--- config.mk ---
export PLATFORM = sky130hd
export DESIGN_NAME = rx_line_alarm_monitor
export DESIGN_NICKNAME = d
export VERILOG_FILES = /design/src/inc/rx_alarm_pkg.sv /design/src/hdl/rx_line_alarm_monitor.sv
export SDC_FILE = /design/constraint.sdc
export NUM_CORES = 1
export LEC_CHECK = 0
export BUFFER_PORTS_ARGS = -buffer_cell sky130_fd_sc_hd__buf_2
export CORE_ASPECT_RATIO = 0.5
export CORE_MARGIN = 3
export CORE_UTILIZATION = 58
export DETAILED_ROUTE_END_ITERATION = 16
export PLACE_DENSITY = 0.83
export SYNTH_ARGS = -nofsm -noshare
export SYNTH_HDL_FRONTEND = slang
export SYNTH_SLANG_ARGS = --single-unit
--- constraint.sdc ---
create_clock -name clk -period 3 [get_ports clk]
set_input_delay 0.6 -clock clk [delete_from_list [all_inputs] [get_ports clk]]
set_output_delay 0.6 -clock clk [all_outputs]
set_load 0.01 [all_outputs]
--- src/inc/rx_alarm_pkg.sv ---
/*
  Shared constants and types of the receive alarm monitor.
  Assumes a 25 MHz system clock; register offsets are byte addresses
  of an 8-bit register port.
*/
package rx_alarm_pkg;

  // ----------------------------------------
  // Register offsets
  // ----------------------------------------
  localparam logic [7:0] OFS_PRIMARY_CONTROL = 8'h01;
  localparam logic [7:0] OFS_ALARM1_INT_STATUS = 8'h04;
  localparam logic [7:0] OFS_ALARM2_INT_STATUS = 8'h05;
  localparam logic [7:0] OFS_ALARM1_INT_ENABLE = 8'h0C;
  localparam logic [7:0] OFS_RECEIVER_CONFIGURATION = 8'h40;
  localparam logic [7:0] OFS_RX_ALARM_SIGNAL_CONFIG = 8'h45;
  localparam logic [7:0] OFS_ALARM_ERROR_LATCH_CONFIG = 8'h46;
  localparam logic [7:0] OFS_ALARM1_STATUS = 8'h47;
  localparam logic [7:0] OFS_ALARM3_STATUS = 8'h49;
  localparam logic [7:0] OFS_ALARM_EVENT_COUNTER = 8'h5A;
  localparam logic [7:0] OFS_TX_ALARM_CONFIG = 8'h75;

  // ----------------------------------------
  // Field positions and reset value
  // ----------------------------------------
  localparam int BIT_LINE_RATE_SELECT = 0;
  localparam int BIT_FRAME_LOSS_INTEG = 0;
  localparam int BIT_ANALOG_SOURCE = 1;
  localparam int BIT_ALARM_HOLD = 0;
  localparam int BIT_AUTO_TX_ALARM = 0;
  localparam int BIT_COUNTER_OVERFLOW = 0;
  localparam logic [7:0] REG_RESET = 8'h00;

  // ----------------------------------------
  // Timing
  // ----------------------------------------
  localparam int CLK_PERIOD_NS = 40;
  localparam int INTEG_TIME_MS = 2000;
  localparam int INTEG_CYCLES = INTEG_TIME_MS * (1000000 / CLK_PERIOD_NS);
  localparam int ANALOG_TIME_US = 1000;
  localparam int ANALOG_CYCLES = ANALOG_TIME_US * 1000 / CLK_PERIOD_NS;
  localparam int CLK_LOSS_TIME_NS = 4000;
  localparam int CLK_LOSS_CYCLES = CLK_LOSS_TIME_NS / CLK_PERIOD_NS;

  // ----------------------------------------
  // Line criteria
  // ----------------------------------------
  localparam logic [6:0] LOS_RUN_T1 = 7'd100;
  localparam logic [6:0] LOS_RUN_E1 = 7'd32;
  localparam logic [7:0] LOS_WINDOW_BITS = 8'd175;
  localparam logic [7:0] LOS_MIN_ONES = 8'd22;
  localparam logic [12:0] AIS_WIN_T1 = 13'd4632;
  localparam logic [12:0] AIS_MAX_ZERO_T1 = 13'd4;
  localparam logic [12:0] AIS_WIN_E1 = 13'd512;
  localparam logic [12:0] AIS_MAX_ZERO_E1 = 13'd2;

  // ----------------------------------------
  // Types
  // ----------------------------------------
  typedef struct packed {
    logic remoteAlarm;
    logic rxAlarmInd;
    logic analogLoss;
    logic signalLoss;
    logic frameLoss;
  } alarm_s;

  typedef enum logic [1:0] {
    LOS_IDLE = 2'b00,
    LOS_HUNT = 2'b01,
    LOS_WINDOW = 2'b11
  } los_state_e;

endpackage

--- src/hdl/rx_line_alarm_monitor.sv ---
/*
  Receive alarm monitor of one framer: frame loss, signal loss,
  analog loss, alarm indication and remote alarm, behind an 8-bit
  register port.
  Assumes the line clock and data arrive from outside the clock
  domain, and that framer inputs and the one-second tick are on clk.
*/
`timescale 1ns/1ps
`default_nettype none

module rx_line_alarm_monitor
  import rx_alarm_pkg::*;
#(
  parameter int INTEG_LEN = INTEG_CYCLES,
  parameter int ANALOG_LEN = ANALOG_CYCLES
)
(
  // Clock and reset
  input wire logic clk,
  input wire logic reset,
  // Register port
  input wire logic [7:0] regAddr,
  input wire logic [7:0] regWrData,
  input wire logic regWr,
  input wire logic regRd,
  output logic [7:0] regRdData,
  // Line interface
  input wire logic rxLineClockIn,
  input wire logic rxLineData,
  // Framer and timer
  input wire logic basicFrameAlignLoss,
  input wire logic crcMultiframeAlignLoss,
  input wire logic signalingMultiframeAlignLoss,
  input wire logic [1:0] frameLossReason,
  input wire logic remoteAlarmIndication,
  input wire logic oneSecondTick,
  // Outputs
  output logic [7:0] frameCriteria,
  output logic txAlarmRequest,
  output logic alarmIrq
);

  // ----------------------------------------
  // Control registers
  // ----------------------------------------
  logic [7:0] primaryCtrl_r;
  logic [7:0] rxConfig_r;
  logic [7:0] signalCfg_r;
  logic [7:0] latchCfg_r;
  logic [7:0] txCfg_r;
  logic [4:0] alarm1Ena_r;

  always_ff @(posedge clk)
  begin
    if (reset)
    begin
      primaryCtrl_r <= REG_RESET;
      rxConfig_r <= REG_RESET;
      signalCfg_r <= REG_RESET;
      latchCfg_r <= REG_RESET;
      txCfg_r <= REG_RESET;
      alarm1Ena_r <= REG_RESET[4:0];
    end
    else if (regWr)
    begin
      case (regAddr)
        OFS_PRIMARY_CONTROL: primaryCtrl_r <= regWrData;
        OFS_RECEIVER_CONFIGURATION: rxConfig_r <= regWrData;
        OFS_RX_ALARM_SIGNAL_CONFIG: signalCfg_r <= regWrData;
        OFS_ALARM_ERROR_LATCH_CONFIG: latchCfg_r <= regWrData;
        OFS_TX_ALARM_CONFIG: txCfg_r <= regWrData;
        OFS_ALARM1_INT_ENABLE: alarm1Ena_r <= regWrData[4:0];
        default: ;
      endcase
    end
  end

  logic isT1;
  logic holdOn;
  logic integOn;
  assign isT1 = primaryCtrl_r[BIT_LINE_RATE_SELECT];
  assign holdOn = latchCfg_r[BIT_ALARM_HOLD];
  assign integOn = isT1 & signalCfg_r[BIT_FRAME_LOSS_INTEG];
  // The offline framer applies the chosen loss criteria
  assign frameCriteria = rxConfig_r;

  // ----------------------------------------
  // Line synchroniser
  // ----------------------------------------
  logic clkMeta_r;
  logic clkSync_r;
  logic clkLast_r;
  logic dataMeta_r;
  logic dataSync_r;

  always_ff @(posedge clk)
  begin
    if (reset)
    begin
      clkMeta_r <= 1'b0;
      clkSync_r <= 1'b0;
      clkLast_r <= 1'b0;
      dataMeta_r <= 1'b0;
      dataSync_r <= 1'b0;
    end
    else
    begin
      clkMeta_r <= rxLineClockIn;
      clkSync_r <= clkMeta_r;
      clkLast_r <= clkSync_r;
      dataMeta_r <= rxLineData;
      dataSync_r <= dataMeta_r;
    end
  end

  logic bitStb;
  assign bitStb = clkSync_r & ~clkLast_r;

  // ----------------------------------------
  // Line clock watchdog
  // ----------------------------------------
  // A stopped line clock cannot clock its own detector
  logic [7:0] clkGap_r;
  logic clockAbsent;
  assign clockAbsent = (clkGap_r == 8'(CLK_LOSS_CYCLES));

  always_ff @(posedge clk)
  begin
    if (reset)
      clkGap_r <= 8'h00;
    else if (clkSync_r != clkLast_r)
      clkGap_r <= 8'h00;
    else if (!clockAbsent)
      clkGap_r <= clkGap_r + 8'h01;
  end

  // ----------------------------------------
  // Signal loss
  // ----------------------------------------
  logic [6:0] zeroRun_r;
  logic [6:0] runLimit;
  logic losRun;
  assign runLimit = isT1 ? LOS_RUN_T1 : LOS_RUN_E1;
  assign losRun = (zeroRun_r >= runLimit);

  always_ff @(posedge clk)
  begin
    if (reset)
      zeroRun_r <= 7'h00;
    else if (bitStb)
    begin
      if (dataSync_r)
        zeroRun_r <= 7'h00;
      else if (zeroRun_r != 7'h7F)
        zeroRun_r <= zeroRun_r + 7'h01;
    end
  end

  los_state_e losState_r;
  logic sigLoss_r;
  logic [7:0] winBits_r;
  logic [7:0] winOnes_r;

  always_ff @(posedge clk)
  begin
    if (reset)
    begin
      losState_r <= LOS_IDLE;
      sigLoss_r <= 1'b0;
      winBits_r <= 8'h00;
      winOnes_r <= 8'h00;
    end
    else
    begin
      case (losState_r)
        LOS_IDLE:
        begin
          if (losRun)
          begin
            sigLoss_r <= 1'b1;
            losState_r <= LOS_HUNT;
          end
        end
        LOS_HUNT:
        begin
          if (bitStb && dataSync_r)
          begin
            winBits_r <= 8'h01;
            winOnes_r <= 8'h01;
            losState_r <= LOS_WINDOW;
          end
        end
        LOS_WINDOW:
        begin
          if (losRun)
            losState_r <= LOS_HUNT;
          else if (bitStb)
          begin
            winBits_r <= winBits_r + 8'h01;
            winOnes_r <= winOnes_r + {7'h00, dataSync_r};
            if (winBits_r == LOS_WINDOW_BITS - 8'h01)
            begin
              // Density judged over the full window
              if (winOnes_r + {7'h00, dataSync_r} >= LOS_MIN_ONES)
              begin
                sigLoss_r <= 1'b0;
                losState_r <= LOS_IDLE;
              end
              else
                losState_r <= LOS_HUNT;
            end
          end
        end
        default: losState_r <= LOS_IDLE;
      endcase
    end
  end

  always_ff @(posedge clk)
  begin
    if (reset)
      txAlarmRequest <= 1'b0;
    else
      txAlarmRequest <= txCfg_r[BIT_AUTO_TX_ALARM] & sigLoss_r;
  end

  // ----------------------------------------
  // Analog loss
  // ----------------------------------------
  logic [31:0] losTime_r;

  always_ff @(posedge clk)
  begin
    if (reset || !sigLoss_r)
      losTime_r <= 32'h0;
    else if (losTime_r != 32'(ANALOG_LEN))
      losTime_r <= losTime_r + 32'h1;
  end

  // ----------------------------------------
  // Frame loss
  // ----------------------------------------
  logic rawLoss;
  logic integLoss_r;
  logic [31:0] integCnt_r;
  assign rawLoss = isT1 ? basicFrameAlignLoss
    : (basicFrameAlignLoss | crcMultiframeAlignLoss
    | signalingMultiframeAlignLoss);

  // Integrated state follows the raw state after it stands two seconds
  always_ff @(posedge clk)
  begin
    if (reset)
    begin
      integLoss_r <= 1'b0;
      integCnt_r <= 32'h0;
    end
    else if (!integOn || rawLoss == integLoss_r)
      integCnt_r <= 32'h0;
    else if (integCnt_r == 32'(INTEG_LEN - 1))
    begin
      integLoss_r <= rawLoss;
      integCnt_r <= 32'h0;
    end
    else
      integCnt_r <= integCnt_r + 32'h1;
  end

  alarm_s cur;
  always_comb
  begin
    cur.frameLoss = integOn ? integLoss_r : rawLoss;
    cur.signalLoss = sigLoss_r;
    cur.analogLoss = signalCfg_r[BIT_ANALOG_SOURCE] ? clockAbsent
      : (losTime_r == 32'(ANALOG_LEN));
    cur.rxAlarmInd = 1'b0;
    cur.remoteAlarm = remoteAlarmIndication;
  end

  logic lossLast_r;
  logic [1:0] reason_r;

  always_ff @(posedge clk)
  begin
    if (reset)
    begin
      lossLast_r <= 1'b0;
      reason_r <= 2'b00;
    end
    else
    begin
      lossLast_r <= cur.frameLoss;
      if (cur.frameLoss && !lossLast_r)
        reason_r <= frameLossReason;
    end
  end

  // ----------------------------------------
  // Alignment loss counter
  // ----------------------------------------
  logic fredLast_r;
  logic fredRise;
  logic cntRead;
  logic [3:0] lossCnt_r;
  logic cntOvf_r;
  assign fredRise = basicFrameAlignLoss & ~fredLast_r;
  assign cntRead = regRd && (regAddr == OFS_ALARM_EVENT_COUNTER);

  always_ff @(posedge clk)
  begin
    if (reset)
    begin
      fredLast_r <= 1'b0;
      lossCnt_r <= 4'h0;
    end
    else
    begin
      fredLast_r <= basicFrameAlignLoss;
      if (fredRise)
        lossCnt_r <= (cntRead ? 4'h0 : lossCnt_r) + 4'h1;
      else if (cntRead)
        lossCnt_r <= 4'h0;
    end
  end

  always_ff @(posedge clk)
  begin
    if (reset)
      cntOvf_r <= 1'b0;
    else if (fredRise && lossCnt_r == 4'hF && !cntRead)
      cntOvf_r <= 1'b1;
    else if (regRd && regAddr == OFS_ALARM2_INT_STATUS)
      cntOvf_r <= 1'b0;
  end

  // ----------------------------------------
  // Alarm indication signal
  // ----------------------------------------
  logic [12:0] aisBits_r;
  logic [12:0] aisZeros_r;
  logic [12:0] aisTotal;
  logic aisOk;
  logic aisPrevOk_r;
  logic aisOn_r;
  logic aisCause;
  assign aisTotal = aisZeros_r + {12'h000, ~dataSync_r};
  assign aisOk = isT1 ? (aisTotal <= AIS_MAX_ZERO_T1)
    : (aisTotal <= AIS_MAX_ZERO_E1);
  assign aisCause = isT1 ? cur.frameLoss : basicFrameAlignLoss;

  always_ff @(posedge clk)
  begin
    if (reset)
    begin
      aisBits_r <= 13'h0000;
      aisZeros_r <= 13'h0000;
      aisPrevOk_r <= 1'b0;
      aisOn_r <= 1'b0;
    end
    else
    begin
      if (bitStb)
      begin
        // A rate change can leave the count past the shorter window
        if (aisBits_r >= (isT1 ? AIS_WIN_T1 : AIS_WIN_E1) - 13'h0001)
        begin
          aisBits_r <= 13'h0000;
          aisZeros_r <= 13'h0000;
          aisPrevOk_r <= aisOk;
          if (isT1)
            aisOn_r <= aisOk & cur.frameLoss;
          else
            aisOn_r <= aisOk & aisPrevOk_r & basicFrameAlignLoss;
        end
        else
        begin
          aisBits_r <= aisBits_r + 13'h0001;
          aisZeros_r <= aisTotal;
        end
      end
      if (!aisCause)
        aisOn_r <= 1'b0;
    end
  end

  alarm_s live;
  always_comb
  begin
    live = cur;
    live.rxAlarmInd = aisOn_r;
  end

  // ----------------------------------------
  // Interrupt status and one-second hold
  // ----------------------------------------
  logic [4:0] liveLast_r;
  logic [4:0] rise;
  logic [4:0] alarm1Int_r;
  logic [4:0] accInt_r;
  logic [4:0] accSt_r;
  logic [4:0] heldSt_r;
  logic intRead;
  assign rise = live & ~liveLast_r;
  assign intRead = regRd && (regAddr == OFS_ALARM1_INT_STATUS);

  always_ff @(posedge clk)
  begin
    if (reset)
    begin
      liveLast_r <= 5'h00;
      alarm1Int_r <= 5'h00;
      accInt_r <= 5'h00;
      accSt_r <= 5'h00;
      heldSt_r <= 5'h00;
    end
    else
    begin
      liveLast_r <= live;
      if (holdOn)
      begin
        // Captures taken at the tick include same-cycle events
        accInt_r <= oneSecondTick ? rise : (accInt_r | rise);
        accSt_r <= oneSecondTick ? live : (accSt_r | live);
        if (oneSecondTick)
        begin
          alarm1Int_r <= accInt_r | rise;
          heldSt_r <= accSt_r | live;
        end
      end
      else
      begin
        accInt_r <= 5'h00;
        accSt_r <= 5'h00;
        // Set wins over the clearing read
        alarm1Int_r <= (intRead ? 5'h00 : alarm1Int_r) | rise;
      end
    end
  end

  always_ff @(posedge clk)
  begin
    if (reset)
      alarmIrq <= 1'b0;
    else
      alarmIrq <= |(alarm1Int_r & alarm1Ena_r);
  end

  // ----------------------------------------
  // Read data
  // ----------------------------------------
  always_ff @(posedge clk)
  begin
    if (reset)
      regRdData <= 8'h00;
    else if (regRd)
    begin
      case (regAddr)
        OFS_PRIMARY_CONTROL: regRdData <= primaryCtrl_r;
        OFS_ALARM1_INT_STATUS: regRdData <= {3'b000, alarm1Int_r};
        OFS_ALARM2_INT_STATUS: regRdData <= {7'h00, cntOvf_r};
        OFS_ALARM1_INT_ENABLE: regRdData <= {3'b000, alarm1Ena_r};
        OFS_RECEIVER_CONFIGURATION: regRdData <= rxConfig_r;
        OFS_RX_ALARM_SIGNAL_CONFIG: regRdData <= signalCfg_r;
        OFS_ALARM_ERROR_LATCH_CONFIG: regRdData <= latchCfg_r;
        OFS_ALARM1_STATUS:
          regRdData <= {3'b000, holdOn ? heldSt_r : live};
        OFS_ALARM3_STATUS:
          regRdData <= {2'b00, reason_r, 1'b0, signalingMultiframeAlignLoss,
            crcMultiframeAlignLoss, basicFrameAlignLoss};
        OFS_ALARM_EVENT_COUNTER: regRdData <= {4'h0, lossCnt_r};
        OFS_TX_ALARM_CONFIG: regRdData <= txCfg_r;
        default: regRdData <= 8'h00;
      endcase
    end
    else
      regRdData <= 8'h00;
  end
endmodule

`default_nettype wire

==> out/metrics.cfg, run 1 <==
[finish]
nFillCells = 1435
multi_input_area_um2 = 5752
layout.cells.non_filler = 1538
area_delta_synth_final_pct = 9.687
diodes = 0
drive_gt1_frac = 0.09433
fin_nets = 1345
final_area_um2 = 11570
regArea_um2 = 4404

[floorplan]
die_y_um = 101.4
boundaryPins = 47
dieArea_um2 = 19950
die_w_um = 196.8
initial_core_util = 0.5992
num_rows = 34
core_um2 = 17610

[clock_tree]
clkTransAtPathRegs_ps = 60
cts.sinks = 220
cts_resized = 0
clock_latency_ps = 500
post_cts_buffers = 0
cts_root_buffer = clkbuf_16
cts_buffers = 21
hold_buffers = 0
cts_buffer_depth = 3
htreeDepth = 1
cts_tree = done

[yosys]
synth_area_leaders = dfxtp_1 42%, a21oi_1 5.6%, nor2_1 4.9%, nand2_1 4.5%, xor2_1 4.2%
yosysMostFrequentCell = dfxtp_1
yosysTopAreaCell = dfxtp_1
async_reset_ff_frac = 0
yosysSeqAreaShare = 0.4174
yosysTopAreaCellShare = 0.4174
yosys_register_bits = 220
ys_warn_count = 0
synthCells = 1265
syn-num-nets = 1319
synth_edf_count = 0
synth.top_cells.by_count = 220 x dfxtp_1, 138 x nor2_1, 127 x nand2_1
syn_area_um2 = 10550
synthDistinctLibCells = 77
avgSynthCellArea_um2 = 8.342
ys.flop_type = dfxtp_1

[setup_path]
path_max_fanout = 8
startpoint_type = flop
path_class = reg -> reg
cp.required_ps = 3410
cp.arrival_ps = 2870
endpoint_kind = flop

[detailed_routing]
dr.pass1.iters = 6
drtIter0Drc = 794
routed_wl_mm = 25.51
drc = 0
vias = 9403
ant_nets = 0
via_per_inst = 6.114
routedWlPerCell_um = 16.58

[sta]
finalMaxSlewViolations = 0
setup_slack_ps = 541.0
setup_viol = 0
slew_headroom = 0.5541
fin_crit_sh = 0.8197
whs_ps = 315.4
fin_tns_setup_ps = 0
max_freq_ghz = 0.4067
max_slew.worst_pin.slew_ps = 662.8
fin_skew_ps = 11.25
rsz0062_at_grt = no
finalHoldViolCount = 0
timing.final.crit_period_ps = 2459

[power_and_ir_drop]
power_density_nw_per_um2 = 487.3
ir_worst_vdd_mv = 0.3820
cellLeakagePower_nw = 3.931

[grt]
grt_pass1_vias = 8846
grt_pass1_wl_mm = 42.39
overflow = 0
antenna_found_initial = 0
grt_util_all_layers = 0.2514
grt_max_degree = 56

[min_path]
hp-class = in -> reg

[place]
placed_cells = 1502
gp_congestion = 0.9050
placedInstanceArea_um2 = 10950
preCtsSetupSlack_ps = 476.8
dp_hpwl_mm = 17.38
io_buffers = 46

[run_status]
status = finished, final reports clean

[run]
cap_violations = 0

where the power goes:
| part | leakage (nW) | switching [mW] | internal, mW |
|---|---|---|---|
| Clock | 0.308 | 1.11 | 1.35 |
| Combinational | 1.85 | 0.149 | 0.0670 |
| Sequential | 1.78 | 0.0191 | 2.94 |
| Total | 3.93 | 1.28 | 4.36 |
flip-flops by register name, indices dropped and copies added (netlist names), 2 cells and up:
name           cells
txCfg_r            8
clkGap_r           8
aisZeros_r        13
accInt_r           5
reason_r           2
accSt_r            5
alarm1Int_r        5
frameCriteria      8
aisBits_r         13
losState_r         2
alarm1Ena_r        5
lossCnt_r          4
heldSt_r           5
losTime_r         32
regRdData          8
integCnt_r        32
signalCfg_r        8
latchCfg_r         8
liveLast_r         5
primaryCtrl_r      8
winBits_r          8
zeroRun_r          7
winOnes_r          8
cells by family (layout without fill, tap and decap cells):
kind of cell | Yosys count | after routing | synth area share
and+or+nand+nor | 575 | 575 | 0.2846
adders and majority gates | 25 | 25 | 0.02964
DFF | 220 | 220 | 0.4174
muxes | 13 | 13 | 0.01269
buffers and inverters | 97 | 136 | 0.03759
xor gates and xnor gates | 85 | 85 | 0.07055
AOI/OAI and AO/OA | 250 | 250 | 0.1476
routing by layer:
metal  share of wire  track usage  wire, um
met2            0.47       0.4306     11920
met3           0.065      0.04354      1668
met1            0.44       0.3292     11260
met5               0            0         0
met4           0.026      0.08042       654
worst paths after layout:
kind | from | to | slack [ps] | cells after the start
hold reg to reg | dataMeta_r | dataSync_r | 450 | 1
setup reg to reg | primaryCtrl_r[0] | winBits_r[4] | 540 | 7
hold / removal | rxLineData | dataMeta_r | 320 | 2
setup / recovery | primaryCtrl_r[0] | winBits_r[4] | 540 | 7
worst max-delay path, stage by stage, from the launching register on:
cell and delay (ps):
dfxtp_1 450, inv_1 180, ha_1 250, nor2b_1 150
nand3_1 240, a311o_1 480, or3_1 410, a21oi_1 210
final cells by class:
type | instances | share of cell area
clock inverter | 8 | 0.004648
timing repair buffer | 64 | 0.03156
clock buffer | 28 | 0.04940
multi-input combinational | 948 | 0.4969
sequential | 220 | 0.3805
tap | 234 | 0.02529
inverter | 36 | 0.01167
layout by cell type, fill, tap and decap left out, drive strengths merged, types with 9 or more instances in the layout:
| master | n |
|---|---|
| a22oi | 9 |
| mux2i | 10 |
| or4 | 9 |
| buf | 64 |
| or3 | 18 |
| xnor2 | 34 |
| and2 | 12 |
| a31oi | 14 |
| and3 | 27 |
| dfxtp | 220 |
| nand2 | 128 |
| nand2b | 12 |
| inv | 38 |
| nor2b | 11 |
| a21oi | 119 |
| nor3 | 32 |
| o211ai | 16 |
| o21ai | 31 |
| nand4 | 33 |
| nand3 | 92 |
| ha | 25 |
| clkbuf | 28 |
| nor2 | 138 |
| and4 | 17 |
| nor4 | 16 |
| xor2 | 51 |
per-stage QoR:
stage | util | power, mW
2_1_floorplan | - | 3.157
3_5_place_dp | 0.6217 | 3.234
6_report | 0.6572 | 5.640
4_1_cts | 0.6572 | 5.679
5_1_grt | 0.6572 | 5.830
3_3_place_gp | 0.6217 | 3.229
(Power assumes the default switching activity.)
==> run 2, diff against run 1 <==
- ABC_AREA: unset -> 1
- clock period: 3 -> 2.4 ns (I/O delays scaled with it)
==> run 2 against run 1 <==
  * Wire length rose by 9.2%
  * Utilization rose by 1.0 points
  * Fmax rose by 15%
  * Area after synthesis rose by 5.3%
  * Die area rose by 5.1%
  * Via count rose by 15%
  * Final area rose by 7.3%
  * Clock power rose by 47%
  * Worst setup slack got worse by 280 ps
  * Clock skew rose by 1.6 ps
  * Total power rose by 34%
  * Combinational power rose by 18%
  * Critical path type unchanged
==> out/metrics.cfg, run 2 <==
[setup_path]
endpoint_kind = flop
startpoint = primaryCtrl_r[0]
r2r_start = primaryCtrl_r[0]
timing.rr.end = winBits_r[5]
cp-endpoint = winBits_r[5]
cp.required_ps = 2790
path_max_fanout = 19
path_class = reg -> reg
ff2ff_setup_slack_ps = 260
cp.arrival_ps = 2530
startpoint_type = flop
rr_worst_depth = 13

[place]
preCtsSetupSlack_ps = 273.9
dp_hpwl_mm = 20.52
gp_congestion = 0.9355
io_buffers = 46
placedInstanceArea_um2 = 11660

[finish]
area_delta_synth_final_pct = 11.74
final_area_um2 = 12420
layout_commonest_cell = nand2_1
final_cell_mix = 393 x nand2_1, 234 x inv_1, 220 x dfxtp_1, 175 x nor2_1, 152 x a21oi_1
top_regs = integCnt_r (32), losTime_r (32)
diodes = 0
drive_gt1_frac = 0.08328
fin_nets = 1746
multi_input_area_um2 = 5644
regArea_um2 = 4404
nFillCells = 1567

[detailed_routing]
vias = 10780
routedWlPerCell_um = 14.18
routed_wl_mm = 27.85
drc = 0
drtIter0Drc = 813
via_per_inst = 5.486
dr.pass1.iters = 5
ant_nets = 0

[sta]
rsz0062_at_grt = no
fin_crit_sh = 0.8905
slew_headroom = 0.5716
max_freq_ghz = 0.4679
fin_tns_setup_ps = 0
whs_ps = 180.2
max_slew.worst_pin.slew_ps = 638.3
finalHoldViolCount = 0
timing.final.crit_period_ps = 2137
fin_skew_ps = 12.80
setup_viol = 0
setup_slack_ps = 262.7
finalMaxSlewViolations = 0

[floorplan]
die_y_um = 103.9
num_rows = 35
die_w_um = 201.8
boundaryPins = 47
dieArea_um2 = 20960
initial_core_util = 0.5972
core_um2 = 18610

[min_path]
hp-class = in -> reg
holdCritStartpoint = rxLineClockIn

[yosys]
yosys_register_bits = 220
syn-num-nets = 1692
synthCells = 1638
ys_warn_count = 0
ys.flop_type = dfxtp_1
async_reset_ff_frac = 0
synth_area_leaders = dfxtp_1 40%, nand2_1 13%, inv_1 7.9%, a21oi_1 6.8%, nor2_1 5.9%
yosysTopAreaCellShare = 0.3963
avgSynthCellArea_um2 = 6.785
yosysTopAreaCell = dfxtp_1
synth.top_cells.by_count = 393 x nand2_1, 234 x inv_1, 220 x dfxtp_1
synth_edf_count = 0
yosysMostFrequentCell = nand2_1
syn_area_um2 = 11110
synthDistinctLibCells = 46
yosysSeqAreaShare = 0.3963

[grt]
grt_util_all_layers = 0.2627
grt_pass1_wl_mm = 47.11
antenna_found_initial = 0
overflow = 0
grt_max_degree = 40
grt_pass1_vias = 10340

[power_and_ir_drop]
cellLeakagePower_nw = 5.101
power_density_nw_per_um2 = 608.9
switchingPower_mw = 1.583
ir_worst_vdd_mv = 0.4120
power.internal_mw = 5.979
pwr-share-comb = 0.034
power.total_mw = 7.562
power_frac_clock = 0.478
seqPwrFrac = 0.489
swShare = 0.2094

[clock_tree]
cts_buffer_depth = 3
cts.sinks = 220
htreeDepth = 1
cts_root_buffer = clkbuf_16
hold_buffers = 0
cts_tree = done
cts_buffers = 21
clock_latency_ps = 500
clkTransAtPathRegs_ps = 70

[run_status]
status = finished, final reports clean

[run]
cap_violations = 0

run 2: layer usage:
metal / vias to the layer above / GRT usage / routed length (um)
met1: 4887 / 0.3301 / 11930
met4: 0 / 0.08304 / 720
met5: - / 0 / 0
li1: 5384 / - / -
met3: 85 / 0.04001 / 1941
met2: 419 / 0.4672 / 13260
run 2: worst min-delay path by stage:
stage,to,slack [ps],depth (start not counted)
after floorplan,clkSync_r,390,2
after global placement,clkSync_r,390,2
after detailed placement,clkSync_r,400,2
after CTS,clkMeta_r,170,3
after global routing,clkMeta_r,200,3
final,clkMeta_r,180,3
run 2: cell type report:
class | count | area share
Inverter | 246 | 0.07435
Timing Repair Buffer | 63 | 0.02982
Clock inverter | 6 | 0.01078
Multi-Input combinational cell | 1140 | 0.4545
Tap cell | 259 | 0.02609
Sequential cell | 220 | 0.3546
Clock buffer | 30 | 0.04987
run 2: power by group through the flow:
| stage | sequential [mW] | combinational (mW) | clock, mW |
|---|---|---|---|
| 2_1_floorplan | 3.77 | 0.156 | 0 |
| 3_3_place_gp | 3.78 | 0.240 | 0 |
| 3_5_place_dp | 3.78 | 0.248 | 0 |
| 4_1_cts | 3.70 | 0.250 | 3.65 |
| 5_1_grt | 3.70 | 0.281 | 3.83 |
| 6_report | 3.70 | 0.254 | 3.61 |
run 2: timing repair:
action | 4_1_cts | 5_1_grt
endpoints found under the setup margin | 0 | 1
buffers inserted | 0 | 0
resized for setup | 0 | 1
run 2: through the flow:
step / instances / utilization
finish: 1964 / 0.6673
global route: 1964 / 0.6673
CTS: 1964 / 0.6670
detailed placement: 1928 / 0.6266
global placement: 1928 / 0.6266
floorplan: 1638 / -
run 2: worst max-delay path, stage by stage (launching register included):
cell and delay [ps]:
dfxtp_1 340, buf_4 170, inv_1 100, ha_1 300
nand2_1 80, inv_1 60, a21oi_2 230, nand2_1 130
nand2_4 180, nand3_1 150, nor2_1 120, nand2_1 60
nand2_1 60, nor2_1 40
run 2: cell families after synthesis:
kind of cell	Yosys count	synth area share
simple gates	785	0.3082
compound gates	288	0.1379
buf+inv	278	0.09636
flops	220	0.3963
xor+xnor	42	0.03310
fa+ha+maj	25	0.02814
